$ cat config.mk
export PLATFORM = sky130hd
export DESIGN_NAME = tvcs_regs
export DESIGN_NICKNAME = d
export VERILOG_FILES = /design/src/tvcs_pkg.sv /design/src/tvcs_regs.sv
export SDC_FILE = /design/constraint.sdc
export NUM_CORES = 1
export LEC_CHECK = 0
export BUFFER_PORTS_ARGS = -buffer_cell sky130_fd_sc_hd__buf_2
export CAP_MARGIN = 10
export CORE_UTILIZATION = 35
export CTS_BUF_LIST = sky130_fd_sc_hd__clkbuf_4
export DETAILED_ROUTE_END_ITERATION = 10
export GPL_TIMING_DRIVEN = 0
export PLACE_DENSITY_LB_ADDON = 0.3
export SLEW_MARGIN = 40
export SYNTH_ARGS = -nofsm -noshare
export SYNTH_HDL_FRONTEND = slang
export SYNTH_SLANG_ARGS = --single-unit
$ cat constraint.sdc
create_clock -name clock -period 2.15 [get_ports clock]
set_input_delay 0.1075 -clock clock [delete_from_list [all_inputs] [get_ports clock]]
set_output_delay 0.1075 -clock clock [all_outputs]
set_load 0.02 [all_outputs]
$ cat src/tvcs_pkg.sv
// Package of register offsets, field positions and reset values for the control and status bank.
package tvcs_pkg;
    localparam logic [15:0] OFS_GENERAL_CONTROL = 16'h1000;
    localparam logic [15:0] OFS_MODULE_STATUS = 16'h1002;
    localparam logic [15:0] OFS_RELOC_HIGH = 16'h1004;
    localparam logic [15:0] OFS_RELOC_MID = 16'h1006;
    localparam logic [15:0] OFS_RELOC_SELECT = 16'h1008;
    localparam logic [15:0] OFS_INT_LEVEL = 16'h100A;
    localparam logic [15:0] OFS_INT_VECTOR = 16'h100C;
    localparam logic [15:0] OFS_SLOT_ID = 16'h100E;
    localparam logic [15:0] OFS_BCAST_BASE = 16'h1010;
    localparam logic [15:0] OFS_CHAIN_CTRL = 16'h1012;
    localparam logic [15:0] OFS_MODULE_RESET = 16'h1014;
    localparam logic [15:0] OFS_TEST_WORD = 16'h1028;
    localparam logic [15:0] OFS_ALMOST_FULL = 16'h1022;
    // Control register field positions.
    localparam int CTL_BUS_ERROR_ENABLE = 0;
    localparam int CTL_TERM = 1;
    localparam int CTL_TERMINATION_SOURCE_SELECT = 2;
    localparam int CTL_EMPTY_EVENT = 3;
    localparam int CTL_ALIGN_PAD = 4;
    localparam int CTL_COMP_EN = 5;
    localparam int CTL_TEST_BUF = 6;
    localparam int CTL_SRAM_READ = 7;
    localparam int CTL_EVQ_EN = 8;
    localparam int CTL_TTAG_EN = 9;
    localparam logic [15:0] CTL_RESET = 16'h0020;
    // Status register field positions.
    localparam int ST_HAS_DATA = 0;
    localparam int ST_ALMOST_FULL = 1;
    localparam int ST_FULL = 2;
    localparam int ST_MATCH = 3;
    localparam int ST_HEADER_EN = 4;
    localparam int ST_TERM_ON = 5;
    localparam int ST_ERR0 = 6;
    localparam int ST_BERR_SEEN = 11;
    localparam int ST_DRAINED = 12;
    localparam int ST_RES0 = 13;
    localparam int ST_PAIR = 15;
    localparam int ST_TRG_LOST = 10;
    // Reset values and sizes.
    localparam logic [2:0] INT_LEVEL_RESET = 3'h0;
    localparam logic [7:0] INT_VECTOR_RESET = 8'hDD;
    localparam logic [4:0] SLOT_ID_RESET = 5'h1F;
    localparam logic [7:0] BCAST_BASE_RESET = 8'hAA;
    localparam logic [15:0] ALMOST_FULL_RESET = 16'h0040;
    localparam logic [15:0] BUF_CAPACITY = 16'h8000;
    localparam logic [15:0] FULL_MARGIN = 16'h0021;
    localparam logic [15:0] FULL_LEVEL = BUF_CAPACITY - FULL_MARGIN;
    localparam logic [4:0] FILLER_TAG = 5'h18;

    // One register access from the bus slave.
    typedef struct packed {
        logic req;
        logic wr;
        logic [15:0] addr;
        logic [31:0] wdata;
        logic block;
        logic chained;
    } tvcs_acc_t;

    // Event description from the acquisition side.
    typedef struct packed {
        logic done;
        logic [15:0] count;
        logic [15:0] words;
        logic has_hits;
    } tvcs_event_t;
endpackage

$ cat src/tvcs_regs.sv
// Control and status register bank of the multihit converter module.
`timescale 1ns/1ps

////////////////////////////////////////////////////////////////////////////////
// Notes on behaviour
// - Bus error enable clear answers acknowledge; set ends blocks or empty reads with bus error.
// - Termination follows switch or software bit by source select; status shows actual state.
// - Empty events write nothing unless empty-event bit set, then header and trailer.
// - Padding bit appends one invalid filler to odd-length events in block readout.
// - Compensation enable bit drives nonlinearity compensation; resets to one.
// - Buffer test mode loads test register words to buffer, blocks chip data.
// - Correction table readback allowed only when its bit is one; resets zero.
// - Event queue enabled pushes counter and word count word per written event.
// - Time tag enable bit controls tag word per event; disabled at reset.
// - Data-present flag: complete event in matching mode, any data in continuous.
// - Almost-full flag set when buffer count reaches programmed level.
// - Full flag set at capacity minus thirty-three words.
// - Status shows operating mode, chip header enable and pulse pair mode.
// - Resolution code encodes 800, 200 or 100 picoseconds as 00, 01, 10.
// - One sticky error bit per converter chip, four chips here.
// - Bus-error-seen flag sets on issued bus error, clears after status read.
// - Drained flag set when empty or chain sent; held until chain ends.
// - Trigger-dropped flag sets on lost trigger, clears after status read.
// - Two byte relocation registers hold address bits 31..24 and 23..16.
// - Relocation select chooses switch or register base; slot identifier unaffected.
// - Interrupt level in low three bits, resets zero, zero disables interrupts.
// - Acknowledge cycle drives low vector byte; resets to DD hex.
// - Slot identifier five bits, resets all ones, placed in global header and trailer.
// - Broadcast base resets AA hex; any module reset access gives one reset pulse.
module tvcs_regs
    import tvcs_pkg::*;
(
    // Clock and reset.
    input wire logic clock,
    input wire logic srst,
    // Register access.
    input wire tvcs_acc_t acc,
    input wire logic iack,
    output logic ack,
    output logic berr,
    output logic [31:0] rdata,
    // Board straps and acquisition state.
    input wire logic [7:0] switch_base,
    input wire logic switch_term,
    input wire logic [15:0] buf_words,
    input wire logic [15:0] buf_events,
    input wire logic matching_mode_flag,
    input wire logic chip_header_en,
    input wire logic pair_mode,
    input wire logic [1:0] resolution_code,
    input wire logic [3:0] chip_error,
    input wire logic trigger_dropped,
    input wire logic chain_done,
    input wire tvcs_event_t event_in,
    input wire logic [31:0] chip_word,
    input wire logic chip_word_valid,
    // Controls toward the acquisition.
    output logic termination_on,
    output logic write_empty_header,
    output logic pad_odd_event,
    output logic compensation_on,
    output logic correction_read_en,
    output logic timestamp_on,
    output logic [31:0] buf_word,
    output logic buf_word_valid,
    output logic [31:0] evq_word,
    output logic evq_push,
    output logic [15:0] active_base,
    output logic [4:0] slot_identifier,
    output logic [7:0] bcast_base,
    output logic [15:0] chain_ctrl,
    output logic [2:0] irq_level,
    output logic irq_enabled,
    output logic module_reset_pulse
);

    ////////////////////////////////////////////////////////////////////////////
    logic [15:0] control_reg;
    logic [15:0] status_reg;
    logic [7:0] reloc_high_reg;
    logic [7:0] reloc_mid_reg;
    logic reloc_sel_reg;
    logic [2:0] int_level_reg;
    logic [7:0] int_vector_reg;
    logic [4:0] slot_id_reg;
    logic [7:0] bcast_reg;
    logic [15:0] chain_reg;
    logic [15:0] almost_full_reg;
    logic [3:0] chip_err_reg;
    logic berr_seen_reg;
    logic trg_lost_reg;
    logic chain_active_reg;
    logic wr_hit;
    logic rd_status;
    logic empty_read;
    logic raise_berr;
    logic [15:0] status_next;

    // Decode of an access to one offset.
    function automatic logic hit(input tvcs_acc_t a, input logic [15:0] ofs);
        hit = a.req && (a.addr == ofs);
    endfunction

    assign wr_hit = acc.req && acc.wr;
    assign rd_status = hit(acc, OFS_MODULE_STATUS) && !acc.wr;
    assign empty_read = acc.req && !acc.wr && (acc.addr < OFS_GENERAL_CONTROL) && (buf_words == 16'h0000);
    // Reads that run into an empty buffer or finish a block end with bus error only when enabled.
    assign raise_berr = control_reg[CTL_BUS_ERROR_ENABLE] && (empty_read || (acc.block && acc.req && chain_done));

    ////////////////////////////////////////////////////////////////////////////
    always_ff @(posedge clock) begin
        if (srst) begin
            control_reg <= CTL_RESET;
        end else if (wr_hit && hit(acc, OFS_GENERAL_CONTROL)) begin
            control_reg <= {6'h00, acc.wdata[9:0]};
        end
    end

    always_ff @(posedge clock) begin
        if (srst) begin
            reloc_high_reg <= 8'h00;
            reloc_mid_reg <= 8'h00;
            reloc_sel_reg <= 1'b0;
        end else if (wr_hit) begin
            if (hit(acc, OFS_RELOC_HIGH)) begin
                reloc_high_reg <= acc.wdata[7:0];
            end
            if (hit(acc, OFS_RELOC_MID)) begin
                reloc_mid_reg <= acc.wdata[7:0];
            end
            if (hit(acc, OFS_RELOC_SELECT)) begin
                reloc_sel_reg <= acc.wdata[0];
            end
        end
    end

    always_ff @(posedge clock) begin
        if (srst) begin
            int_level_reg <= INT_LEVEL_RESET;
            int_vector_reg <= INT_VECTOR_RESET;
            slot_id_reg <= SLOT_ID_RESET;
            bcast_reg <= BCAST_BASE_RESET;
            chain_reg <= 16'h0000;
            almost_full_reg <= ALMOST_FULL_RESET;
        end else if (wr_hit) begin
            if (hit(acc, OFS_INT_LEVEL)) begin
                int_level_reg <= acc.wdata[2:0];
            end
            if (hit(acc, OFS_INT_VECTOR)) begin
                int_vector_reg <= acc.wdata[7:0];
            end
            if (hit(acc, OFS_SLOT_ID)) begin
                slot_id_reg <= acc.wdata[4:0];
            end
            if (hit(acc, OFS_BCAST_BASE)) begin
                bcast_reg <= acc.wdata[7:0];
            end
            if (hit(acc, OFS_CHAIN_CTRL)) begin
                chain_reg <= acc.wdata[15:0];
            end
            if (hit(acc, OFS_ALMOST_FULL)) begin
                almost_full_reg <= acc.wdata[15:0];
            end
        end
    end

    ////////////////////////////////////////////////////////////////////////////
    // Sticky flags: a new event in the read cycle wins over the clear.
    always_ff @(posedge clock) begin
        if (srst) begin
            berr_seen_reg <= 1'b0;
            trg_lost_reg <= 1'b0;
            chip_err_reg <= 4'h0;
        end else begin
            berr_seen_reg <= raise_berr || (berr_seen_reg && !rd_status);
            trg_lost_reg <= trigger_dropped || (trg_lost_reg && !rd_status);
            chip_err_reg <= chip_err_reg | chip_error;
        end
    end

    // A chained transfer keeps the drained flag up from its final access until chained drops.
    always_ff @(posedge clock) begin
        if (srst) begin
            chain_active_reg <= 1'b0;
        end else if (acc.req && acc.chained && chain_done) begin
            chain_active_reg <= 1'b1;
        end else if (!acc.chained) begin
            chain_active_reg <= 1'b0;
        end
    end

    always_comb begin
        status_next = 16'h0000;
        status_next[ST_HAS_DATA] = matching_mode_flag ? (buf_events != 16'h0000) : (buf_words != 16'h0000);
        status_next[ST_ALMOST_FULL] = buf_words >= almost_full_reg;
        status_next[ST_FULL] = buf_words >= FULL_LEVEL;
        status_next[ST_MATCH] = matching_mode_flag;
        status_next[ST_HEADER_EN] = chip_header_en;
        status_next[ST_TERM_ON] = control_reg[CTL_TERMINATION_SOURCE_SELECT] ? control_reg[CTL_TERM] : switch_term;
        status_next[ST_ERR0 +: 4] = chip_err_reg;
        status_next[ST_TRG_LOST] = trg_lost_reg;
        status_next[ST_BERR_SEEN] = berr_seen_reg;
        status_next[ST_DRAINED] = (buf_words == 16'h0000) || chain_active_reg;
        status_next[ST_RES0 +: 2] = resolution_code;
        status_next[ST_PAIR] = pair_mode;
    end

    always_ff @(posedge clock) begin
        if (srst) begin
            status_reg <= 16'h0000;
        end else begin
            status_reg <= status_next;
        end
    end

    ////////////////////////////////////////////////////////////////////////////
    // Read answer; unmapped locations read zero and ignore writes, write-only locations read zero.
    always_ff @(posedge clock) begin
        if (srst) begin
            ack <= 1'b0;
            berr <= 1'b0;
            rdata <= 32'h0000_0000;
        end else begin
            ack <= (acc.req || iack) && !raise_berr;
            berr <= raise_berr;
            rdata <= 32'h0000_0000;
            if (iack) begin
                rdata <= {24'h000000, int_vector_reg};
            end else if (acc.req && !acc.wr) begin
                unique case (acc.addr)
                    OFS_GENERAL_CONTROL: rdata <= {16'h0000, control_reg};
                    OFS_MODULE_STATUS: rdata <= {16'h0000, status_reg};
                    OFS_RELOC_HIGH: rdata <= {24'h000000, reloc_high_reg};
                    OFS_RELOC_MID: rdata <= {24'h000000, reloc_mid_reg};
                    OFS_INT_LEVEL: rdata <= {29'h00000000, int_level_reg};
                    OFS_INT_VECTOR: rdata <= {24'h000000, int_vector_reg};
                    OFS_SLOT_ID: rdata <= {27'h0000000, slot_id_reg};
                    OFS_BCAST_BASE: rdata <= {24'h000000, bcast_reg};
                    OFS_CHAIN_CTRL: rdata <= {16'h0000, chain_reg};
                    OFS_ALMOST_FULL: rdata <= {16'h0000, almost_full_reg};
                    default: rdata <= 32'h0000_0000;
                endcase
            end
        end
    end

    ////////////////////////////////////////////////////////////////////////////
    // Output buffer feed: test words replace chip data while test mode is on.
    always_ff @(posedge clock) begin
        if (srst) begin
            buf_word <= 32'h0000_0000;
            buf_word_valid <= 1'b0;
        end else if (control_reg[CTL_TEST_BUF]) begin
            buf_word <= acc.wdata;
            buf_word_valid <= wr_hit && hit(acc, OFS_TEST_WORD);
        end else begin
            buf_word <= chip_word;
            buf_word_valid <= chip_word_valid;
        end
    end

    always_ff @(posedge clock) begin
        if (srst) begin
            evq_word <= 32'h0000_0000;
            evq_push <= 1'b0;
        end else begin
            evq_word <= {event_in.count, event_in.words};
            evq_push <= control_reg[CTL_EVQ_EN] && event_in.done && (event_in.has_hits || control_reg[CTL_EMPTY_EVENT]);
        end
    end

    always_ff @(posedge clock) begin
        if (srst) begin
            termination_on <= 1'b0;
            write_empty_header <= 1'b0;
            pad_odd_event <= 1'b0;
            compensation_on <= 1'b1;
            correction_read_en <= 1'b0;
            timestamp_on <= 1'b0;
            active_base <= 16'h0000;
            slot_identifier <= SLOT_ID_RESET;
            bcast_base <= BCAST_BASE_RESET;
            chain_ctrl <= 16'h0000;
            irq_level <= INT_LEVEL_RESET;
            irq_enabled <= 1'b0;
            module_reset_pulse <= 1'b0;
        end else begin
            termination_on <= status_next[ST_TERM_ON];
            write_empty_header <= control_reg[CTL_EMPTY_EVENT];
            pad_odd_event <= control_reg[CTL_ALIGN_PAD];
            compensation_on <= control_reg[CTL_COMP_EN];
            correction_read_en <= control_reg[CTL_SRAM_READ];
            timestamp_on <= control_reg[CTL_TTAG_EN];
            // The old base stops answering one cycle after relocation is selected.
            active_base <= reloc_sel_reg ? {reloc_high_reg, reloc_mid_reg} : {8'h00, switch_base};
            slot_identifier <= slot_id_reg;
            bcast_base <= bcast_reg;
            chain_ctrl <= chain_reg;
            irq_level <= int_level_reg;
            irq_enabled <= int_level_reg != INT_LEVEL_RESET;
            module_reset_pulse <= hit(acc, OFS_MODULE_RESET);
        end
    end

endmodule

# Word level (Yosys, flattened, before mapping)
# Cells that the tools add are included.
# W data, S select, Z words.
op_classes:
  n_mux: 10
  magnitude_cmp: 3
  n_eq_ne: 14
  n_bitwise: 3
  n_reduce_logical: 54
ops:
  columns: ["cell", "count"]
  rows:
  - ["$eq A16 B13 Y1 const B", 13]
  - ["$pmux W16 S10", 1]
  - ["$mux W32", 1]
  - ["$reduce_bool A16 Y1", 2]
  - ["$logic_and A1 B1 Y1", 30]
  - ["$mux W8", 3]
  - ["$reduce_and A2 Y1", 9]
  - ["$ge A16 B15 Y1 const B", 1]
  - ["$ge A16 B16 Y1", 1]
  - ["$logic_not A16 Y1", 1]
  - ["$lt A16 B13 Y1 const B", 1]
  - ["$logic_or A1 B1 Y1", 6]
  - ["$mux W1", 5]
  - ["$or A4 B4 Y4", 1]
  - ["$logic_not A1 Y1", 3]
  - ["$reduce_bool A3 Y1", 1]
  - ["$reduce_or A3 Y1", 1]
  - ["$ne A2 B1 Y1 const B", 1]
  - ["$not A1 Y1", 2]
  - ["$reduce_or A2 Y1", 1]
totals:
  register_bits: 246
  output_inout_bits: 156

# Logic depth before layout (Yosys ltp)
# Gate-level depths: netlist (run 1).
depth:
  ltp_word: 8
  ltp_mapped: 9
  mapped_depth_nobuf: 8

# Worst setup path after synthesis (run 1)
# No wires, ideal clock.
synth_path:
  path_type: "input to register"
  startpoint: "in acc[42] in the netlist's numbering"
  endpoint: "reg chain_reg[10]"
  t_arrival_ns: 2.031
  path_slack_ns: -0.013
  path_stages: 7
  setup_time_ns: 0.132
  path_buffers: 2
  path_cell_list: "or4b_4 > or3_4 > or4_1 > clkbuf_1 > clkbuf_1 > nand2_1 > a21oi_1"
synth_between:
  elab_chain_cells: 3
synth_lines:
  columns: ["item", "line", "text"]
  rows:
  - ["start: declaration", "tvcs_regs.sv:37", "input wire tvcs_acc_t acc,"]
  - ["$eq A16 B13 Y1", "tvcs_regs.sv:101", "hit = a.req && (a.addr == ofs);"]
  - ["$logic_and A1 B1 Y1", "tvcs_regs.sv:101", null]
  - ["$reduce_and A2 Y1 (no source line)", null, null]
  - ["end signal: assignment", "tvcs_regs.sv:159", "chain_reg <= acc.wdata[15:0];"]
  - ["end: declaration", "tvcs_regs.sv:87", "logic [15:0] chain_reg;"]
# Every way passes these cells.
# A chain may end at the register's enable or synchronous reset.

# Worst setup path in the final report (run 1)
layout_path:
  startpoint: "in acc[38] in the netlist's numbering"
  endpoint: "reg rdata[0]"
layout_between:
  elab_chain_cells: 4
layout_lines:
  columns: ["item", "line", "text"]
  rows:
  - ["$eq A16 B13 Y1", "tvcs_regs.sv:230", "unique case (acc.addr)"]
  - ["$pmux W16 S10 (*)", "tvcs_regs.sv:230", null]
  - ["$mux W8 (*)", "tvcs_regs.sv:229", "end else if (acc.req && !acc.wr) begin"]
  - ["$mux W8 (*)", "tvcs_regs.sv:227", "if (iack) begin"]
  - ["end signal: assignment", "tvcs_regs.sv:228", "rdata <= {24'h000000, int_vector_reg};"]
  - ["end signal: assignment", "tvcs_regs.sv:231", "OFS_GENERAL_CONTROL: rdata <= {16'h0000, control_reg};"]
  - ["end signal: assignment", "tvcs_regs.sv:232", "OFS_MODULE_STATUS: rdata <= {16'h0000, status_reg};"]
  - ["end: declaration", "tvcs_regs.sv:41", "output logic [31:0] rdata,"]
# Every way passes the cells marked *; elsewhere a longest branch is shown, timed or not.

==> qor.yml, run 1 <==
synth.largest_area_cell: "dfxtp_1"
grt_pass1_wl_mm: 51.3
grt_antenna_before_repair: 1
grt_max_degree: 12
dp_cells: 1631
fmax_mhz: 477
power_density_mw_per_mm2: 735
die_width_um: 165
place_area_sq_mm: 0.0113
cts_sinks: 245
synthAdderAreaFrac: 0.0215
first_pass_iters: 8
setup_viol: 0
worstPathRequired_ns: 2.70
drt_iter0_drc: 694
gr-total-overflow: 0
start_kind: "input port"
synthToLayoutAreaGrowth_pct: 47.1
h-tree-depth: 3
synth_top_family_by_area: "simple AND/OR/NAND/NOR gates"
fillCellCount: 2447
drive_gt1_frac: 0.309
synthMuxAreaShare: 0.0830
p_total_w: 0.0101
stdcell_count: 1893
wl_mm: 35.0
cts_root_buf: "clkbuf_4"
fin_crit_sh: 0.974
synth_cells: 975
grt_pass1_vias: 9213
dieArea_sq_mm: 0.0272
hold_class: "input port to flip-flop"
stdcell_area_sq_mm: 0.0137
largestRegisters: "buf_word (32), evq_word (32)"
synth_simple_gate_area_frac: 0.224
cts_tree: "yes"
synth-edff-count: 0
place.gp.congestion: 0.957
boundaryPins: 330
row_count: 59
hold_violations: 0
clock_path_buffers: 3
synth_area_sq_mm: 0.00930
worstMarginPinSlew_ns: 0.886
maxSlewHeadroom: 0.409
synthDistinctLibCells: 55
post-route-min-period_ns: 2.09
vias: 9281
synth_compound_area_frac: 0.0954
synthArstFlopShare: 0
leakage_nw: 5.85
avgRoutedWirePerCell_um: 18.5
synth_xor_area_frac: 0
numCtsBuffers: 69
dp_hpwl_mm: 24.7
ys_ff_latch: 245
avgViaCountPerCell: 4.90
core_sq_mm: 0.0261
clk-insertion-delay-late_ns: 0.69
status: "completed"
ant_nets: 0
dp_slack_ns: -0.986
arrival_ns: 2.64
ys.flop_type: "dfxtp_1"
peakVddDrop_mv: 0.389
start_util: 0.357
nets: 1699
finalClockSkew_ns: 0.0768
grt.total_usage: 0.255
die_h_um: 165
cap_violations: 0
totalNegativeSetupSlack_ns: 0
path_class: "input port to flip-flop"
setup_ws_ns: 0.0552
end_kind: "flip-flop"
worstPathMaxFanout: 10
synth.area.top_cells: "dfxtp_1 (53%), mux2i_1 (8.2%), nand2_1 (5.5%), nor2b_1 (5.1%), nor2_1 (3.6%)"
ys_seq_area_frac: 0.528
avgSynthCellArea_sq_um: 9.53
drcViolationCount: 0
synth_top_area_frac: 0.528
ys_warn_count: 0
grt_setup_unrepaired: "false"
io_buffers: 306
clk_pin_slew_ns: 0.06
slew_violations: 0
-- layout make-up --
| type | count | area, sq um | area share |
|---|---|---|---|
| well taps | 335 | 419 | 0.0306 |
| repair buffers | 448 | 2950 | 0.216 |
| clock buffers | 102 | 766 | 0.0560 |
| multi-input cells | 647 | 4040 | 0.296 |
| plain buffers | 77 | 377 | 0.0275 |
| inverters | 21 | 78.8 | 0.00576 |
| diodes | 2 | 5.00 | 0.000366 |
| clock inverters | 16 | 130 | 0.00951 |
| flip-flops and latches | 245 | 4900 | 0.359 |
-- worst paths after layout --
path	start	to	slack (ns)	cells past startpoint
setup reg to reg	almost_full_reg[10]	status_reg[1]	0.18	7
hold / removal	buf_words[14]	status_reg[1]	0.06	6
setup / recovery	acc[38]	rdata[0]	0.06	8
hold reg to reg	chip_err_reg[3]	chip_err_reg[3]	0.46	2
-- power by group --
group	leakage [nW]	internal, W	switching, W
combinational	3.32	0.000450	0.000535
clock	0.525	0.00241	0.00198
sequential	2.00	0.00464	0.0000287
-- worst max-delay path, stage by stage --
cell      delay [ns]
buf_2           0.12
or4_1           0.58
buf_2           0.25
nor3_4          0.30
nor4b_1         0.61
a222oi_1        0.19
and3_1          0.22
a32oi_1         0.27
-- cell usage in the layout, fill, tap and decap left out, types with 6 or more instances in the layout --
cell,netlist,layout
buf_4,17,17
nand3_1,13,13
a21o_1,7,7
dlygate4sd3_1,0,142
nor4_1,15,13
and2_1,14,14
conb_1,1,16
clkinv_1,0,9
a222oi_1,9,9
mux2i_1,76,76
clkbuf_4,0,102
nor3_1,7,6
nor2b_1,76,76
a22oi_1,15,15
buf_2,8,315
nand2_1,136,135
clkbuf_1,47,43
or2_2,13,13
nor2_1,88,88
dfxtp_1,245,245
a21oi_1,65,65
nand4_1,6,6
ha_1,16,16
inv_1,21,21
-- metal layers --
metal | global-route usage | share of wire | up-vias
met1 | 0.290 | 0.39 | 4341
li1 | - | - | 4415
met5 | 0 | 0 | -
met2 | 0.442 | 0.49 | 447
met4 | 0.114 | 0.031 | 0
met3 | 0.0713 | 0.085 | 78
-- synthesized netlist by cell type (all sizes together) (2+ instances only) --
library cell / count
nand4: 6
nand2: 136
a32o: 3
or3: 4
o21ai: 5
clkbuf: 47
a22oi: 15
nor3: 10
or4: 5
or4b: 5
buf: 30
a222oi: 9
a21oi: 65
nor2b: 76
nor4: 22
a221oi: 4
a32oi: 5
dfxtp: 245
and2: 14
and3: 5
a21o: 7
nor2: 88
nand3: 13
inv: 21
nand2b: 5
ha: 16
a211oi: 2
o311a: 2
or2: 13
a31oi: 5
mux2i: 76
a2111oi: 2
-- per-stage QoR --
step,hold WS [ns],util
2_1_floorplan,0.186,-
3_3_place_gp,0.315,0.434
3_5_place_dp,0.322,0.434
4_1_cts,0.00896,0.524
5_1_grt,0.0332,0.525
6_report,0.0622,0.525
-- kinds of logic (layout without fill, tap and decap cells) --
kind of cell	Yosys count	count (layout)
AO/OA/AOI/OAI	134	134
adder cells (fa/ha/maj)	16	16
buffers and inverters	98	664
flip-flops	245	245
multiplexers	77	77
other	1	18
AND/OR/NAND/NOR	404	404
-- repair_timing --
action	CTS	global route
pin swaps	0	1
buffers inserted	0	0
hold buffers	142	0
gates resized for setup	3	4
endpoints found under the hold margin	136	0
endpoints found under the setup margin	4	18
No activity file was read; power rests on OpenSTA's default activity.
==> run 2: changes to the inputs <==
--- a/config.mk
+++ b/config.mk
@@ -5,13 +5,13 @@
 export SDC_FILE = /design/constraint.sdc
 export NUM_CORES = 1
 export LEC_CHECK = 0
+export ABC_AREA = 1
 export BUFFER_PORTS_ARGS = -buffer_cell sky130_fd_sc_hd__buf_2
 export CAP_MARGIN = 10
 export CORE_UTILIZATION = 35
 export CTS_BUF_LIST = sky130_fd_sc_hd__clkbuf_4
 export DETAILED_ROUTE_END_ITERATION = 10
 export GPL_TIMING_DRIVEN = 0
-export PLACE_DENSITY_LB_ADDON = 0.3
 export SLEW_MARGIN = 40
 export SYNTH_ARGS = -nofsm -noshare
 export SYNTH_HDL_FRONTEND = slang
==> qor.yml, run 2 <==
setup.worst_path.start: "control_reg[6]"
die_width_um: 169  # +2.4%
dp_hpwl_mm: 26.4  # +6.9%
ant_nets: 0  # unchanged
vias: 10100  # +8.4%
start_kind: "flip-flop"
numCtsBuffers: 67  # -2.9%
hold_class: "input port to flip-flop"
end_kind: "flip-flop"
dieArea_sq_mm: 0.0285  # +4.8%
p_clk_frac: 0.425  # -0.013
leakage_nw: 6.79  # +16%
setup_viol: 0  # unchanged
ys_warn_count: 0  # unchanged
clock_path_buffers: 3  # unchanged
fin_crit_sh: 0.980  # +0.00541
grt.total_usage: 0.259  # +0.00433
first_pass_iters: 4  # -4
stdcell_count: 2156  # +14%
p_total_w: 0.00997  # -0.84%
arrival_ns: 2.62  # -0.02 ns
synth_area_sq_mm: 0.00974  # +4.8%
synthArstFlopShare: 0  # unchanged
boundaryPins: 330  # unchanged
synth.largest_area_cell: "dfxtp_1"
synth.area.top_cells: "dfxtp_1 (50%), nor2_1 (8.4%), inv_1 (6.0%), o21ai_0 (5.8%), a21oi_1 (4.7%)"
grt_pass1_wl_mm: 55.5  # +8.2%
final_cell_mix: "buf_2 (319), dfxtp_1 (245), nor2_1 (217)"
cap_violations: 0  # unchanged
hold_violations: 0  # unchanged
post-route-min-period_ns: 2.11  # +0.0116 ns
synth-edff-count: 0  # unchanged
avgSynthCellArea_sq_um: 8.14  # -15%
path_class: "flip-flop to flip-flop"
row_count: 60  # +1.7%
fmax_mhz: 475  # -0.55%
p_int_w: 0.00744  # -0.81%
nets: 1930  # +14%
dp_cells: 1894  # +16%
avgViaCountPerCell: 4.67  # -4.8%
netlist_top_cells_count: "dfxtp_1 (245), nor2_1 (217), inv_1 (155)"
power_density_mw_per_mm2: 704  # -4.2%
ys_ff_latch: 245  # unchanged
die_h_um: 169  # +2.4%
wl_mm: 36.8  # +5.2%
worstMarginPinSlew_ns: 0.830  # -0.0561 ns
worstHoldStart: "buf_words[4]"
peakVddDrop_mv: 0.330  # -15%
grt_pass1_vias: 10100  # +9.5%
clk_pin_slew_ns: 0.06  # about the same
synth_most_common_cell: "dfxtp_1"
gr-total-overflow: 0  # unchanged
start_util: 0.360  # +0.00281
worstPathRequired_ns: 2.66  # -0.04 ns
final_common_cell: "buf_2"
p_sw_w: 0.00252  # -0.94%
drive_gt1_frac: 0.292  # -0.0176
ys.flop_type: "dfxtp_1"
maxSlewHeadroom: 0.447  # +0.0374
ys_seq_area_frac: 0.503  # -0.0243
h-tree-depth: 3  # unchanged
p_comb_frac: 0.106  # +0.008
synthDistinctLibCells: 43  # -22%
totalNegativeSetupSlack_ns: 0  # unchanged
synthToLayoutAreaGrowth_pct: 45.3
cts_setup_buffers: 0  # unchanged
slew_violations: 0  # unchanged
drcViolationCount: 0  # unchanged
sw_frac_of_total: 0.253  # about the same
reg2reg_from: "control_reg[6]"
cts_tree: "yes"
grt_setup_unrepaired: "false"
largestRegisters: "buf_word (32), evq_word (32)"
finalClockSkew_ns: 0.0297  # -0.0470 ns
grt_antenna_before_repair: 5  # +4
avgRoutedWirePerCell_um: 17.1  # -7.7%
grt_max_degree: 11  # -1
io_buffers: 310  # +1.3%
worstPathMaxFanout: 10  # unchanged
cts_sinks: 245  # unchanged
synth_top_area_frac: 0.503  # -0.0243
clk-insertion-delay-late_ns: 0.66  # -0.03 ns
synth_cells: 1197  # +23%
status: "completed"
cts_root_buf: "clkbuf_4"
place.gp.congestion: 0.946  # -1.2%
core_sq_mm: 0.0271  # +4.0%
drt_iter0_drc: 629  # -9.4%
seqPwrFrac: 0.469  # +0.004
==> run 2: path summary, 6_finish.rpt <==
| kind | slack, ns | cells after the start | endpoint |
|---|---|---|---|
| setup / recovery | 0.04 | 4 | buf_word[6] |
| hold / removal | 0.04 | 7 | status_reg[0] |
| setup reg to reg | 0.04 | 4 | buf_word[6] |
| hold reg to reg | 0.42 | 2 | status_reg[6] |
==> run 2: kinds of logic after synthesis <==
family / after synthesis / synth area share
buf+inv: 241 / 0.109
other cells: 1 / 0.000385
flops: 245 / 0.503
compound gates: 254 / 0.147
simple gates: 440 / 0.220
fa+ha+maj: 16 / 0.0205
==> run 2: layout make-up <==
| class | instances | area [sq um] |
|---|---|---|
| clock inverters | 9 | 86.3 |
| multi-input cells | 726 | 3830 |
| diodes | 4 | 10.0 |
| plain buffers | 78 | 454 |
| flip-flops and latches | 245 | 4900 |
| fillers | 2619 | 12900 |
| repair buffers | 459 | 3040 |
| inverters | 163 | 612 |
| well taps | 372 | 465 |
| clock buffers | 100 | 751 |
==> run 2: power groups by stage <==
stage	clock, W	combinational [W]	sequential [W]
3_3_place_gp	0	0.000825	0.00477
2_1_floorplan	0	0.000322	0.00488
3_5_place_dp	0	0.000835	0.00477
6_report	0.00424	0.00106	0.00467
4_1_cts	0.00437	0.00104	0.00467
5_1_grt	0.00461	0.00114	0.00468
==> run 2: worst max-delay path, stage by stage, from the launching register on <==
cell	delay (ns)
dfxtp_1	0.30
clkbuf_1	0.40
buf_1	0.56
a21oi_1	0.14
dlygate4sd3_1	0.58
==> run 2: what timing repair did <==
action                     CTS  global route
hold endpoints to repair   165             0
gates resized for setup      0             3
hold buffers               149             0
setup endpoints to repair    0             8
==> run 2: per-layer routing <==
layer  global-route usage  up-vias  part of all wire
li1                     -     4973                 -
met1                0.313     4557              0.42
met2                0.429      454              0.47
met3               0.0727       72             0.081
met4                0.114        2             0.033
met5                    0        -           0.00035
==> run 2: through the flow <==
stage | worst slack [ns] | area (sq um) | utilization | hold slack [ns]
floorplan | 0.855 | 9800 | - | 0.214
finish | 0.0435 | 14200 | 0.522 | 0.0364
detailed placement | 0.151 | 11800 | 0.436 | 0.315
global placement | 0.192 | 11800 | 0.436 | 0.306
global route | 0.000540 | 14200 | 0.522 | 0.0614
CTS | 0.0209 | 14100 | 0.522 | 0.00920
==> run 3: changes to the inputs <==
--- a/config.mk
+++ b/config.mk
@@ -8,6 +8,7 @@
 export ABC_AREA = 1
 export BUFFER_PORTS_ARGS = -buffer_cell sky130_fd_sc_hd__buf_2
 export CAP_MARGIN = 10
+export CORE_ASPECT_RATIO = 0.9
 export CORE_UTILIZATION = 35
 export CTS_BUF_LIST = sky130_fd_sc_hd__clkbuf_4
 export DETAILED_ROUTE_END_ITERATION = 10
==> qor.yml, run 3 (synthesized netlist as in run 2, its figures left out) <==
status: "completed"
h-tree-depth: 3  # unchanged
nets: 1925  # -0.26%
grt_pass1_wl_mm: 56.4  # +1.7%
gr-total-overflow: 0  # unchanged
start_kind: "flip-flop"
worstHoldStart: "buf_words[13]"
drive_gt1_frac: 0.288  # -0.00369
leakage_nw: 6.74  # -0.75%
worstPathRequired_ns: 2.70  # +0.04 ns
synthToLayoutAreaGrowth_pct: 44.1
hold_class: "input port to flip-flop"
grt.total_usage: 0.265  # +0.00535
avgViaCountPerCell: 4.77  # +2.3%
grt_pass1_vias: 9986  # -1.0%
grt_setup_unrepaired: "true"
fmax_mhz: 486  # +2.3%
cts_tree: "yes"
final_cell_mix: "buf_2 (319), dfxtp_1 (245), nor2_1 (217)"
dp_slack_ns: 0.155  # +0.00437 ns
wl_mm: 37.9  # +2.9%
place.gp.congestion: 0.904  # -4.4%
place_area_sq_mm: 0.0118  # -0.20%
cts_sinks: 245  # unchanged
drt_iter0_drc: 716  # +14%
p_int_w: 0.00720  # -3.3%
end_kind: "flip-flop"
clk-insertion-delay-late_ns: 0.69  # +0.03 ns
worstMarginPinSlew_ns: 0.824  # -0.00666 ns
holdWs_ns: 0.00281  # -0.0336 ns
cts_root_buf: "clkbuf_4"
stdcell_area_sq_mm: 0.0140  # -0.83%
fin_crit_sh: 0.958  # -0.0220
grt_antenna_before_repair: 5  # unchanged
slew_violations: 0  # unchanged
r2r_slack_ns: 0.09  # +0.05 ns
setup_ws_ns: 0.0908  # +0.0473 ns
critPathBufInv: 3  # unchanged
r2r_end: "buf_word[5]"
sw_frac_of_total: 0.262  # +0.00847
die_h_um: 160  # -5.1%
dieArea_sq_mm: 0.0285  # about the same
critical_path.cell_chain: "clkbuf_1, clkbuf_1, a21oi_1, dlygate4sd3_1"
dp_hpwl_mm: 27.6  # +4.4%
clk_pin_slew_ns: 0.07  # about the same
peakVddDrop_mv: 0.442  # +34%
setup_viol: 0  # unchanged
cap_violations: 0  # unchanged
path_delay_family: "buffers and inverters"
hold_path_end: "status_reg[12]"
drcViolationCount: 0  # unchanged
io_buffers: 310  # unchanged
reg2reg_from: "control_reg[6]"
slowest_delay_ns: 0.58  # about the same
path_class: "flip-flop to flip-flop"
boundaryPins: 330  # unchanged
die_width_um: 178  # +5.3%
core_sq_mm: 0.0272  # +0.26%
finalClockSkew_ns: 0.0392  # +0.00947 ns
worstPathMaxFanout: 10  # unchanged
p_clk_frac: 0.412  # -0.013
seqPwrFrac: 0.479  # +0.010
arrival_ns: 2.61  # about the same
numCtsBuffers: 66  # -1.5%
first_pass_iters: 5  # +1
vias: 10200  # +1.1%
start_util: 0.359  # -0.000944
rr_worst_depth: 4  # unchanged
largestRegisters: "buf_word (32), evq_word (32)"
ant_nets: 0  # unchanged
cts_setup_buffers: 0  # unchanged
clock_path_buffers: 3  # unchanged
post-route-min-period_ns: 2.06  # -0.0473 ns
p_sw_w: 0.00255  # +1.1%
multiInputGateArea_sq_mm: 0.00383  # unchanged
hold_depth: 6  # -1
avgRoutedWirePerCell_um: 17.8  # +4.1%
slowest_stage: "dlygate4sd3_1"
maxSlewHeadroom: 0.451  # +0.00444
seqCellArea_sq_mm: 0.00490  # unchanged
power_density_mw_per_mm2: 694  # -1.4%
hold_violations: 0  # unchanged
p_comb_frac: 0.109  # +0.003
grt_max_degree: 11  # unchanged
path_common_cell: "clkbuf_1"
fillCellCount: 2643  # +0.92%
final_common_cell: "buf_2"
row_count: 57  # -5.0%
-- run 3: changes by cell type in the layout (fill, tap and decap cells not counted), moves of 2 or more --
cell | before | now
clkbuf_1 | 33 | 35
dlygate4sd3_1 | 149 | 145
clkinv_1 | 4 | 10
clkbuf_4 | 100 | 93
-- run 3: cell type report --
type                       instances  area share
buffer                            78      0.0323
clock buffer                      93      0.0497
tap                              354      0.0315
clock inverter                    15     0.00624
inverter                         163      0.0436
antenna                            3    0.000535
sequential                       245       0.349
timing repair buffer             455       0.214
multi-input combinational        726       0.273
-- run 3: how the worst max path moves through the flow --
stage | from | cells past startpoint | endpoint | slack (ns)
2_1_floorplan | acc[47] | 10 | slot_id_reg[1] | 0.85
3_5_place_dp | control_reg[6] | 5 | buf_word[22] | 0.16
5_1_grt | control_reg[6] | 5 | buf_word[8] | -0.05
4_1_cts | control_reg[6] | 5 | buf_word[4] | 0.08
3_3_place_gp | srst | 6 | buf_word[8] | 0.17
6_report | control_reg[6] | 4 | buf_word[5] | 0.09
-- run 3: layer usage --
metal  part of all wire  global-route usage
met5            0.00034                   0
met4              0.026              0.0901
met3              0.086              0.0677
met2               0.47               0.434
met1               0.42               0.335
-- run 3: worst min-delay path: stages --
cell and delay, ns:
buf_2 0.10, nor2_1 0.04, nand2_1 0.05, nor2_1 0.04, nand2_1 0.20, a21oi_1 0.10
-- run 3: power groups by stage --
stage | Combinational [W] | Clock (W) | Sequential (W)
floorplan | 0.000322 | 0 | 0.00488
global placement | 0.000834 | 0 | 0.00477
detailed placement | 0.000842 | 0 | 0.00477
CTS | 0.00104 | 0.00413 | 0.00467
global route | 0.00114 | 0.00439 | 0.00468
finish | 0.00106 | 0.00402 | 0.00467
-- run 3: what timing repair did --
item,4_1_cts,5_1_grt
resized for setup,0,2
endpoints found under the setup margin,0,9
hold buffers,145,0
hold endpoints to repair,166,0
-- run 3: per-stage QoR --
stage                     utilization  setup TNS, ns  std cells  power, W
after floorplan                     -              0       1212   0.00520
after global placement          0.434              0       1876   0.00560
final                           0.517              0       2132   0.00975
after detailed placement        0.434              0       1876   0.00561
after global routing            0.517         -0.166       2132    0.0102
after CTS                       0.516              0       2129   0.00984
